==> config.mk <==
export PLATFORM = sky130hd
export DESIGN_NAME = dbg_cmp_regs
export DESIGN_NICKNAME = d
export VERILOG_FILES = /design/src/logic/dbg_cmp_pkg.sv /design/src/logic/cmp_cfg_if.sv /design/src/logic/cmp_bank.sv /design/src/logic/cmp_match.sv /design/src/logic/dbg_cmp_regs.sv
export SDC_FILE = /design/constraint.sdc
export NUM_CORES = 1
export LEC_CHECK = 0
export BUFFER_PORTS_ARGS = -buffer_cell sky130_fd_sc_hd__buf_2
export CORE_AREA = 2 2 119 98
export DETAILED_ROUTE_END_ITERATION = 12
export DIE_AREA = 0 0 121 100
export PLACE_DENSITY = 0.7
export SKIP_CTS_REPAIR_TIMING = 1
export SLEW_MARGIN = 25
export SYNTH_ARGS = -nofsm -noshare
export SYNTH_HDL_FRONTEND = slang
export SYNTH_SLANG_ARGS = --single-unit
==> constraint.sdc <==
create_clock -name CLK -period 3.7 [get_ports CLK]
set_input_delay 0.37 -clock CLK [delete_from_list [all_inputs] [get_ports CLK]]
set_output_delay 0.37 -clock CLK [all_outputs]
set_load 0.05 [all_outputs]
==> src/logic/dbg_cmp_pkg.sv <==
// Shared constants, types and helpers for the debug comparator registers
package dbg_cmp_pkg;
   // Widths
   localparam int REG_W = 8;
   localparam int CPU_AW = 18;
   localparam int CPU_DW = 16;
   localparam int NUM_CMP = 3;
   localparam int HIGH_W = 2;
   // Offsets of the register map
   localparam logic [7:0] OFF_CTRL_ONE = 8'h20;
   localparam logic [7:0] OFF_CTRL_A = 8'h21;
   localparam logic [7:0] OFF_MATCH_STAT = 8'h22;
   localparam logic [7:0] OFF_WIN_BASE = 8'h28;
   localparam logic [7:0] OFF_ADDR_HIGH = 8'h29;
   localparam logic [7:0] OFF_ADDR_MID = 8'h2a;
   localparam logic [7:0] OFF_ADDR_LOW = 8'h2b;
   localparam logic [7:0] OFF_DATA_HIGH = 8'h2c;
   localparam logic [7:0] OFF_DATA_LOW = 8'h2d;
   localparam logic [7:0] OFF_DMASK_HIGH = 8'h2e;
   localparam logic [7:0] OFF_DMASK_LOW = 8'h2f;
   // Field positions
   localparam int ARM_BIT = 7;
   localparam int TAG_BIT = 0;
   // Reset values
   localparam logic [REG_W-1:0] RST_BYTE = 8'h00;
   localparam logic [CPU_AW-1:0] RST_ADDR = 18'h00000;
   localparam logic [CPU_DW-1:0] RST_WORD = 16'h0000;
   // Comparator view select encoding
   typedef enum logic [1:0] {
      VIEW_A = 2'h0,
      VIEW_B = 2'h1,
      VIEW_C = 2'h2,
      VIEW_NONE = 2'h3
   } view_t;
   // Address compare registers of one comparator
   typedef logic [CPU_AW-1:0] cmp_addr_t;

   // True for an offset inside the shared 8-byte window
   function automatic logic in_window(input logic [7:0] a);
      return (a >= OFF_WIN_BASE) && (a <= OFF_DMASK_LOW);
   endfunction

   // True for an offset of the data compare or mask registers
   function automatic logic is_data_reg(input logic [7:0] a);
      return (a >= OFF_DATA_HIGH) && (a <= OFF_DMASK_LOW);
   endfunction
endpackage

==> src/logic/cmp_cfg_if.sv <==
// Signals between register front end, register bank and matcher
`timescale 1ns/1ps
interface cmp_cfg_if;
   import dbg_cmp_pkg::*;
   logic wr_en;
   logic [7:0] wr_off;
   view_t wr_view;
   logic [REG_W-1:0] wr_data;
   cmp_addr_t [NUM_CMP-1:0] cmp_addr;
   logic [CPU_DW-1:0] data_val;
   logic [CPU_DW-1:0] data_mask;
   logic tag_a;
   logic [CPU_AW-1:0] cpu_addr;
   logic [CPU_DW-1:0] cpu_data;
   logic cpu_valid;
   logic [NUM_CMP-1:0] match;
   modport front (output wr_en, wr_off, wr_view, wr_data, tag_a, cpu_addr, cpu_data,
      cpu_valid, input cmp_addr, data_val, data_mask, match);
   modport bank (input wr_en, wr_off, wr_view, wr_data,
      output cmp_addr, data_val, data_mask);
   modport matcher (input cmp_addr, data_val, data_mask, tag_a, cpu_addr, cpu_data,
      cpu_valid, output match);
endinterface

==> src/logic/cmp_bank.sv <==
// Storage of the address, data and mask compare values
`timescale 1ns/1ps
module cmp_bank
   import dbg_cmp_pkg::*;
(
   input wire logic clk,
   input wire logic rstn,
   cmp_cfg_if.bank cb
);
   typedef struct packed {
      cmp_addr_t [NUM_CMP-1:0] addr;
      logic [CPU_DW-1:0] dval;
      logic [CPU_DW-1:0] dmask;
   } bank_st_t;

   bank_st_t st_r;
   bank_st_t st_nxt;

   ////////////////////////////////////////////////////////////////////////////
   // Byte writes into the selected comparator, gated by the front end
   always_comb
   begin
      st_nxt = st_r;
      if (cb.wr_en)
      begin
         unique case (cb.wr_off)
            OFF_ADDR_HIGH: st_nxt.addr[cb.wr_view][CPU_AW-1:16] = cb.wr_data[HIGH_W-1:0];
            OFF_ADDR_MID: st_nxt.addr[cb.wr_view][15:8] = cb.wr_data;
            OFF_ADDR_LOW: st_nxt.addr[cb.wr_view][7:0] = cb.wr_data;
            OFF_DATA_HIGH: st_nxt.dval[15:8] = cb.wr_data;
            OFF_DATA_LOW: st_nxt.dval[7:0] = cb.wr_data;
            OFF_DMASK_HIGH: st_nxt.dmask[15:8] = cb.wr_data;
            OFF_DMASK_LOW: st_nxt.dmask[7:0] = cb.wr_data;
            default: ;
         endcase
      end
   end

   // State register, cleared by reset
   always_ff @(posedge clk)
   begin
      if (!rstn)
         st_r <= '{addr: {NUM_CMP{RST_ADDR}}, dval: RST_WORD, dmask: RST_WORD};
      else
         st_r <= st_nxt;
   end

   assign cb.cmp_addr = st_r.addr;
   assign cb.data_val = st_r.dval;
   assign cb.data_mask = st_r.dmask;
endmodule

==> src/logic/cmp_match.sv <==
// Address and masked data comparison against the CPU buses
`timescale 1ns/1ps
module cmp_match
   import dbg_cmp_pkg::*;
(
   input wire logic clk,
   input wire logic rstn,
   cmp_cfg_if.matcher cb
);
   typedef struct packed {
      logic [NUM_CMP-1:0] match;
   } match_st_t;

   match_st_t st_r;
   match_st_t st_nxt;
   logic data_ok;

   // Exact equivalence of the address bus with one comparator
   function automatic logic addr_hit(input cmp_addr_t a, input cmp_addr_t v);
      return a == v;
   endfunction

   ////////////////////////////////////////////////////////////////////////////
   // Per-comparator match, data qualifies comparator A only
   always_comb
   begin
      st_nxt = st_r;
      data_ok = cb.tag_a;
      if (((cb.cpu_data ^ cb.data_val) & cb.data_mask) == RST_WORD)
         data_ok = 1'b1;
      for (int i = 0; i < NUM_CMP; i++)
         st_nxt.match[i] = cb.cpu_valid && addr_hit(cb.cpu_addr, cb.cmp_addr[i]);
      st_nxt.match[0] = st_nxt.match[0] && data_ok;
   end

   // Match register
   always_ff @(posedge clk)
   begin
      if (!rstn)
         st_r <= '0;
      else
         st_r <= st_nxt;
   end

   assign cb.match = st_r.match;
endmodule

==> src/logic/dbg_cmp_regs.sv <==
// Debug comparator match registers: register front end and top level
//
// Added by the designer: the strobed register port.
`timescale 1ns/1ps
module dbg_cmp_regs
   import dbg_cmp_pkg::*;
(
   input wire logic CLK,
   input wire logic RSTN,
   input wire logic [7:0] ADDR,
   input wire logic [REG_W-1:0] WDATA,
   input wire logic WR,
   input wire logic RD,
   output logic [REG_W-1:0] RDATA,
   input wire logic [CPU_AW-1:0] CPU_ADDR,
   input wire logic [CPU_DW-1:0] CPU_DATA,
   input wire logic CPU_VALID,
   output logic MATCH_A,
   output logic MATCH_B,
   output logic MATCH_C,
   output logic ARMED
);
   typedef struct packed {
      logic arm;
      view_t view;
      logic tag_a;
      logic [REG_W-1:0] rdata;
   } front_st_t;

   front_st_t st_r;
   front_st_t st_nxt;
   cmp_addr_t vis;
   logic [REG_W-1:0] rd_val;
   logic win_wr_ok;

   cmp_cfg_if cb ();

   ////////////////////////////////////////////////////////////////////////////
   // Submodules
   cmp_bank u_bank (
      .clk(CLK),
      .rstn(RSTN),
      .cb(cb.bank)
   );

   cmp_match u_match (
      .clk(CLK),
      .rstn(RSTN),
      .cb(cb.matcher)
   );

   ////////////////////////////////////////////////////////////////////////////
   // Comparator visible through the window, nothing for the hidden view
   always_comb
   begin
      unique case (st_r.view)
         VIEW_A: vis = cb.cmp_addr[0];
         VIEW_B: vis = cb.cmp_addr[1];
         VIEW_C: vis = cb.cmp_addr[2];
         VIEW_NONE: vis = RST_ADDR;
      endcase
   end

   // Window write permission by register group, view and arming
   always_comb
   begin
      win_wr_ok = 1'b0;
      if (!st_r.arm && in_window(ADDR) && ADDR != OFF_WIN_BASE)
      begin
         if (is_data_reg(ADDR))
            win_wr_ok = (st_r.view == VIEW_A);
         else
            win_wr_ok = (st_r.view != VIEW_NONE);
      end
   end

   // Write path into the bank and bus snoop path into the matcher
   assign cb.wr_en = WR && win_wr_ok;
   assign cb.wr_off = ADDR;
   assign cb.wr_view = st_r.view;
   assign cb.wr_data = WDATA;
   assign cb.tag_a = st_r.tag_a;
   assign cb.cpu_addr = CPU_ADDR;
   assign cb.cpu_data = CPU_DATA;
   assign cb.cpu_valid = CPU_VALID;

   ////////////////////////////////////////////////////////////////////////////
   // Read multiplexer, unmapped and hidden offsets read zero
   always_comb
   begin
      rd_val = RST_BYTE;
      unique case (ADDR)
         OFF_CTRL_ONE:
         begin
            rd_val[ARM_BIT] = st_r.arm;
            rd_val[1:0] = st_r.view;
         end
         OFF_CTRL_A: rd_val[TAG_BIT] = st_r.tag_a;
         OFF_MATCH_STAT: rd_val[NUM_CMP-1:0] = cb.match;
         OFF_ADDR_HIGH: rd_val[HIGH_W-1:0] = vis[CPU_AW-1:16];
         OFF_ADDR_MID: rd_val = vis[15:8];
         OFF_ADDR_LOW: rd_val = vis[7:0];
         OFF_DATA_HIGH:
            if (st_r.view == VIEW_A)
               rd_val = cb.data_val[15:8];
         OFF_DATA_LOW:
            if (st_r.view == VIEW_A)
               rd_val = cb.data_val[7:0];
         OFF_DMASK_HIGH:
            if (st_r.view == VIEW_A)
               rd_val = cb.data_mask[15:8];
         OFF_DMASK_LOW:
            if (st_r.view == VIEW_A)
               rd_val = cb.data_mask[7:0];
         default: rd_val = RST_BYTE;
      endcase
   end

   ////////////////////////////////////////////////////////////////////////////
   // Control register writes and read data capture
   always_comb
   begin
      st_nxt = st_r;
      st_nxt.rdata = RST_BYTE;
      if (WR)
      begin
         unique case (ADDR)
            OFF_CTRL_ONE:
            begin
               st_nxt.arm = WDATA[ARM_BIT];
               st_nxt.view = view_t'(WDATA[1:0]);
            end
            OFF_CTRL_A:
               if (!st_r.arm)
                  st_nxt.tag_a = WDATA[TAG_BIT];
            default: ;
         endcase
      end
      if (RD)
         st_nxt.rdata = rd_val;
   end

   // State register, synchronous reset to zero
   always_ff @(posedge CLK)
   begin
      if (!RSTN)
         st_r <= '{arm: 1'b0, view: VIEW_A, tag_a: 1'b0, rdata: RST_BYTE};
      else
         st_r <= st_nxt;
   end

   // Outputs, each straight from a flip-flop
   assign RDATA = st_r.rdata;
   assign ARMED = st_r.arm;
   assign MATCH_A = cb.match[0];
   assign MATCH_B = cb.match[1];
   assign MATCH_C = cb.match[2];
endmodule

==> results of run 1 <==
worst min-delay path by stage:
stage	start	end	cells after the start
final	RD	RDATA[2]$_SDFF_PN0_	3
after global routing	RD	RDATA[2]$_SDFF_PN0_	3
after CTS	RD	RDATA[2]$_SDFF_PN0_	3
after detailed placement	cb.tag_a$_SDFFE_PN0P_	u_match.cb.match[0]$_SDFF_PN0_	1
after global placement	u_bank.cb.data_mask[15]$_SDFFE_PN0P_	u_bank.cb.data_mask[15]$_SDFFE_PN0P_	2
after floorplan	cb.tag_a$_SDFFE_PN0P_	u_match.cb.match[0]$_SDFF_PN0_	1
metrics by stage:
stage	std cells	total power [mW]
after floorplan	559	1.20
after global placement	737	1.27
after detailed placement	737	1.27
after CTS	753	2.17
final	753	2.16
after global routing	753	2.23
cells by family (layout without fill, tap and decap cells):
family          Yosys count  in the layout
compound gates           81             81
flops                   101            101
buf+inv                  45             91
simple gates            166            166
mux                      96             96
xor+xnor                 70             70
area by class of cell:
type / count / area, µm²
multi-input combinational: 413 / 3150
clock buffer: 10 / 239
inverter: 5 / 18.8
clock inverter: 6 / 47.5
timing repair buffer: 70 / 360
sequential: 101 / 2020
fill: 1003 / 5050
tap: 148 / 185
cell usage in the layout (no fill, tap or decap), types with 4 or more instances in the layout:
| master | netlist | layout |
|---|---|---|
| o21ai_0 | 7 | 7 |
| mux2i_1 | 85 | 85 |
| nand4_1 | 7 | 7 |
| dfxtp_1 | 101 | 101 |
| buf_4 | 2 | 4 |
| and3_1 | 5 | 5 |
| nand2_1 | 14 | 14 |
| o2bb2ai_1 | 4 | 4 |
| clkbuf_16 | 0 | 9 |
| a22o_1 | 9 | 9 |
| a22oi_1 | 19 | 19 |
| o211ai_1 | 4 | 4 |
| nand3_1 | 5 | 5 |
| mux4_2 | 8 | 8 |
| nor2b_1 | 6 | 6 |
| xor2_1 | 70 | 70 |
| nor2_1 | 88 | 88 |
| a21oi_1 | 15 | 15 |
| a311oi_1 | 4 | 4 |
| nor4_1 | 15 | 15 |
| buf_2 | 12 | 66 |
tightest hold or removal path, stage by stage:
cell and delay (ps):
buf_2 120, nand4_1 60, a21oi_1 60
per-layer routing:
| layer | up-vias | wire length (µm) | track usage, % |
|---|---|---|---|
| met1 | 2125 | 7100 | 37.7 |
| met2 | 203 | 6920 | 40.7 |
| met5 | - | 0 | 0 |
| met3 | 27 | 1200 | 5.57 |
| met4 | 0 | 408 | 8.94 |
| li1 | 2073 | - | - |
report_power, final:
group          switching [mW]  leakage (nW)  internal [mW]
Combinational           0.106          1.73         0.0527
Sequential           0.000788         0.813           1.09
Clock                   0.431         0.139          0.480
Total                   0.537          2.68           1.62
==> results.yml, run 1 <==
synth:
  synthAdderAreaFrac_pct: 0
  synth-compound-area-share_pct: 11.0
  synth-edff-count: 0
  synthMuxAreaShare_pct: 19.8
  ys_dominant_reg_cell: "dfxtp_1"
  async_flop_share_pct: 0
  yosysMostFrequentCell: "dfxtp_1"
  synth_area_per_cell_um2: 9.61
  synth-simple-area-share_pct: 16.5
  synthTopCellsByArea: "dfxtp_1 (38%), mux2i_1 (16%), xor2_1 (11%)"
  synth_top_family_by_area: "multiplexers"
  synth_largest_area_cell: "dfxtp_1"
  synth.distinct_cells: 54
  synth_top_cells_by_count: "dfxtp_1 (101), nor2_1 (88), mux2i_1 (85)"
  synth_cells: 559
  yosysSeqAreaShare_pct: 37.6
  synth_xor_area_share_pct: 11.4
  syn_nets: 614
  ys_warn_count: 0
  yosysTopAreaCellShare_pct: 37.6
  synth_seq_cells: 101
  syn_area_um2: 5370
die:
  die-height_um: 100
  dieArea_um2: 12100
  die_w_um: 121
  num_rows: 35
  core_area_um2: 11100
  start_util_pct: 48.5
  ios: 67
setup_path:
  cpMostUsedCell: "a21oi_1"
  cp.depth: 5
  cp_num_buf_inv: 0
  cp_top_family: "compound AO/OA/AOI/OAI gates"
  startpoint_type: "flip-flop"
  r2r_end: "RDATA[3]$_SDFF_PN0_"
  end_kind: "flip-flop"
  worstSetupPathType: "flip-flop to flip-flop"
  worstSetupStartpoint: "cb.wr_view[1]$_SDFFE_PN0P_"
  rrSetupSlack_ps: 1320
  cpMaxStageDelayCell: "nor2b_1"
  r2r_cells: 5
  worstPathArrival_ps: 2590
  crit_chain: "nor2b_1, a22oi_1, a21oi_1, a21oi_1, a311oi_1"
  cp_max_fo: 9
  slowest_delay_ps: 850
  timing.rr.start: "cb.wr_view[1]$_SDFFE_PN0P_"
  worstPathRequired_ps: 3910
  endpoint: "RDATA[3]$_SDFF_PN0_"
pwr:
  p_leak_nw: 2.68
  vdd_drop_max_uv: 264
  power-per-cell-area_nw_per_um2: 358
sta:
  fin_hold_ws_ps: 323
  min_period_over_period_pct: 64.3
  finalHoldViolCount: 0
  rsz0062_at_grt: "false"
  setup_viol: 0
  worst_clock_skew_ps: 8.67
  timing.fmax_mhz: 420
  tightestPinTransition_ps: 1030
  max_slew_margin_pct: 31.5
  finalSetupTns_ps: 0
  drv_slew: 0
  setup_slack_ps: 1320
  finalCriticalPeriod_ps: 2380
route:
  remaining_drc_errors: 0
  via_per_inst: 5.88
  drt-pass1-iter-count: 5
  drt_wl_total_mm: 15.6
  drt_iter0_markers: 527
  ant_nets: 0
  routedWlPerCell_um: 20.8
  vias: 4428
grt:
  grt_overflow: 0
  antenna_found_initial: 0
  grt.total_usage_pct: 26.7
  grt_pass1_vias: 4392
  grt_pass1_wl_mm: 24.6
  grt_max_degree: 53
worst_hold_path:
  hp-class: "input pin to flip-flop"
clock_network:
  cts_buffer_depth: 2
  cts_inserted_buffers: 9
  clock-sinks: 101
  cts_tree: "done"
  clock_latency_ps: 350
  h-tree-depth: 3
  clk_pin_slew_ps: 70
  cts_root_buf: "clkbuf_16"
layout:
  post-route-cell-area_um2: 6030
  final_core_util_pct: 54.4
  layout.nets: 655
  drive_gt1_share_pct: 18.5
  antenna_cells: 0
  syn_to_final_growth_pct: 12.1
status:
  status: "finished, final reports clean"
placed_design:
  numPortBuffers: 66
  hpwl_mm: 11.5
  post-place-ws_ps: 1070
  place_area_um2: 5740
  place_congestion: 0.936
run:
  cap_viol_max_count: 0
Note: power is estimated with default switching activity, not from simulation.
==> run 2: changes to the inputs <==
clock period = 2.2 ns   (was 3.7 ns; I/O delays follow)
==> run 2 against run 1 <==
Power is 72% higher. Clock power is 76% higher. Die area stayed put. Cell area is 2.8% higher. Maximum frequency is 21% higher. Utilization is 1.5 points higher. Worst setup slack worse by 1100 ps. Clock skew hardly changed. Largest power group unchanged. Wire length is 2.8% higher.
==> results.yml, run 2 (synthesized netlist as in run 1, its figures left out) <==
pwr:
  power-per-cell-area_nw_per_um2: 600
  vdd_drop_max_uv: 341
  power.total_mw: 3.72
  p_leak_nw: 2.79
grt:
  grt_pass1_vias: 4433
  grt_overflow: 0
  grt.total_usage_pct: 27.5
  grt_max_degree: 63
  grt_pass1_wl_mm: 25.2
  antenna_found_initial: 0
setup_path:
  worstPathArrival_ps: 2170
  worstSetupPathType: "flip-flop to flip-flop"
  cp_max_fo: 14
  crit_chain: "buf_4, nor2b_1, buf_4, a221oi_1, a21oi_1, a222oi_1, a21oi_1"
  cpMaxStageDelayCell: "a222oi_1"
  worstPathRequired_ps: 2400
  startpoint_type: "flip-flop"
  slowest_delay_ps: 450
  end_kind: "flip-flop"
layout:
  final_common_cell: "dfxtp_1"
  stdcell_count: 772
  mostFrequentLayoutCells: "dfxtp_1 (101), nor2_1 (88), mux2i_1 (85)"
  final_core_util_pct: 55.9
  fillers: 978
  layout.nets: 676
  drive_gt1_share_pct: 21.0
  syn_to_final_growth_pct: 15.3
  antenna_cells: 0
route:
  via_per_inst: 5.94
  vias: 4589
  ant_nets: 0
  drt-pass1-iter-count: 5
  remaining_drc_errors: 0
  drt_iter0_markers: 595
  routedWlPerCell_um: 20.8
  drt_wl_total_mm: 16.1
placed_design:
  place_congestion: 0.971
  hpwl_mm: 11.7
  numPortBuffers: 66
  placed_cells: 758
sta:
  min_period_over_period_pct: 89.6
  worst_clock_skew_ps: 9.10
  timing.fmax_mhz: 507
  finalSetupTns_ps: 0
  rsz0062_at_grt: "false"
  finalHoldViolCount: 0
  setup_viol: 0
  tightestPinTransition_ps: 781
  drv_slew: 0
  max_slew_margin_pct: 46.6
  finalCriticalPeriod_ps: 1970
run:
  cap_viol_max_count: 0
clock_network:
  cts_root_buf: "clkbuf_16"
  cts_buffer_depth: 2
  h-tree-depth: 3
  clock-sinks: 101
  cts_tree: "done"
  cts_inserted_buffers: 9
  clk_pin_slew_ps: 70
  clock_latency_ps: 360
die:
  num_rows: 35
  dieArea_um2: 12100
  ios: 67
  start_util_pct: 48.5
  core_area_um2: 11100
  die-height_um: 100
  die_w_um: 121
status:
  status: "finished, final reports clean"
worst_hold_path:
  hp-class: "input pin to flip-flop"
[run 2: worst paths after layout]
check	end	startpoint	slack [ps]	cells after the start
hold reg to reg	flip-flop	flip-flop	520	2
hold / removal	RDATA[2]$_SDFF_PN0_	RD	180	3
setup / recovery	RDATA[2]$_SDFF_PN0_	cb.wr_view[1]$_SDFFE_PN0P_	230	7
setup reg to reg	RDATA[2]$_SDFF_PN0_	cb.wr_view[1]$_SDFFE_PN0P_	230	7
[run 2: critical path: cells and delay by family (launching register included)]
kind	cells	cell delay, ps
and+or+nand+nor	1	110
AOI/OAI and AO/OA	4	900
buffers and inverters	2	440
DFF	1	370
[run 2: final cells by class]
class / instances / area [µm²] / share of cell area, %
clock buffer: 10 / 239 / 3.86
clock inverter: 4 / 48.8 / 0.787
inverter: 5 / 18.8 / 0.303
multi-input combinational: 413 / 3150 / 50.9
sequential: 101 / 2020 / 32.6
tap: 148 / 185 / 2.99
timing repair buffer: 91 / 531 / 8.56
[run 2: stage by stage]
| step | setup slack [ps] | area (µm²) | hold WS, ps |
|---|---|---|---|
| final | 228 | 6200 | 176 |
| after global routing | 196 | 6200 | 184 |
| after CTS | 317 | 6200 | 164 |
| after detailed placement | 143 | 5910 | 508 |
| after global placement | 212 | 5910 | 499 |
| after floorplan | 376 | 5370 | 346 |
[run 2: where the power goes]
part           switching, mW  leakage, nW  total, mW  internal [mW]
Clock                  0.699        0.145       1.60          0.901
Combinational          0.187         1.84      0.287         0.0995
Sequential           0.00127        0.813       1.83           1.83
[run 2: per-layer routing]
metal	up-vias	wire (µm)	track usage, %
met5	-	0	0
met4	0	205	7.33
met2	215	7320	42.3
li1	2110	-	-
met1	2241	7180	38.8
met3	23	1370	6.48
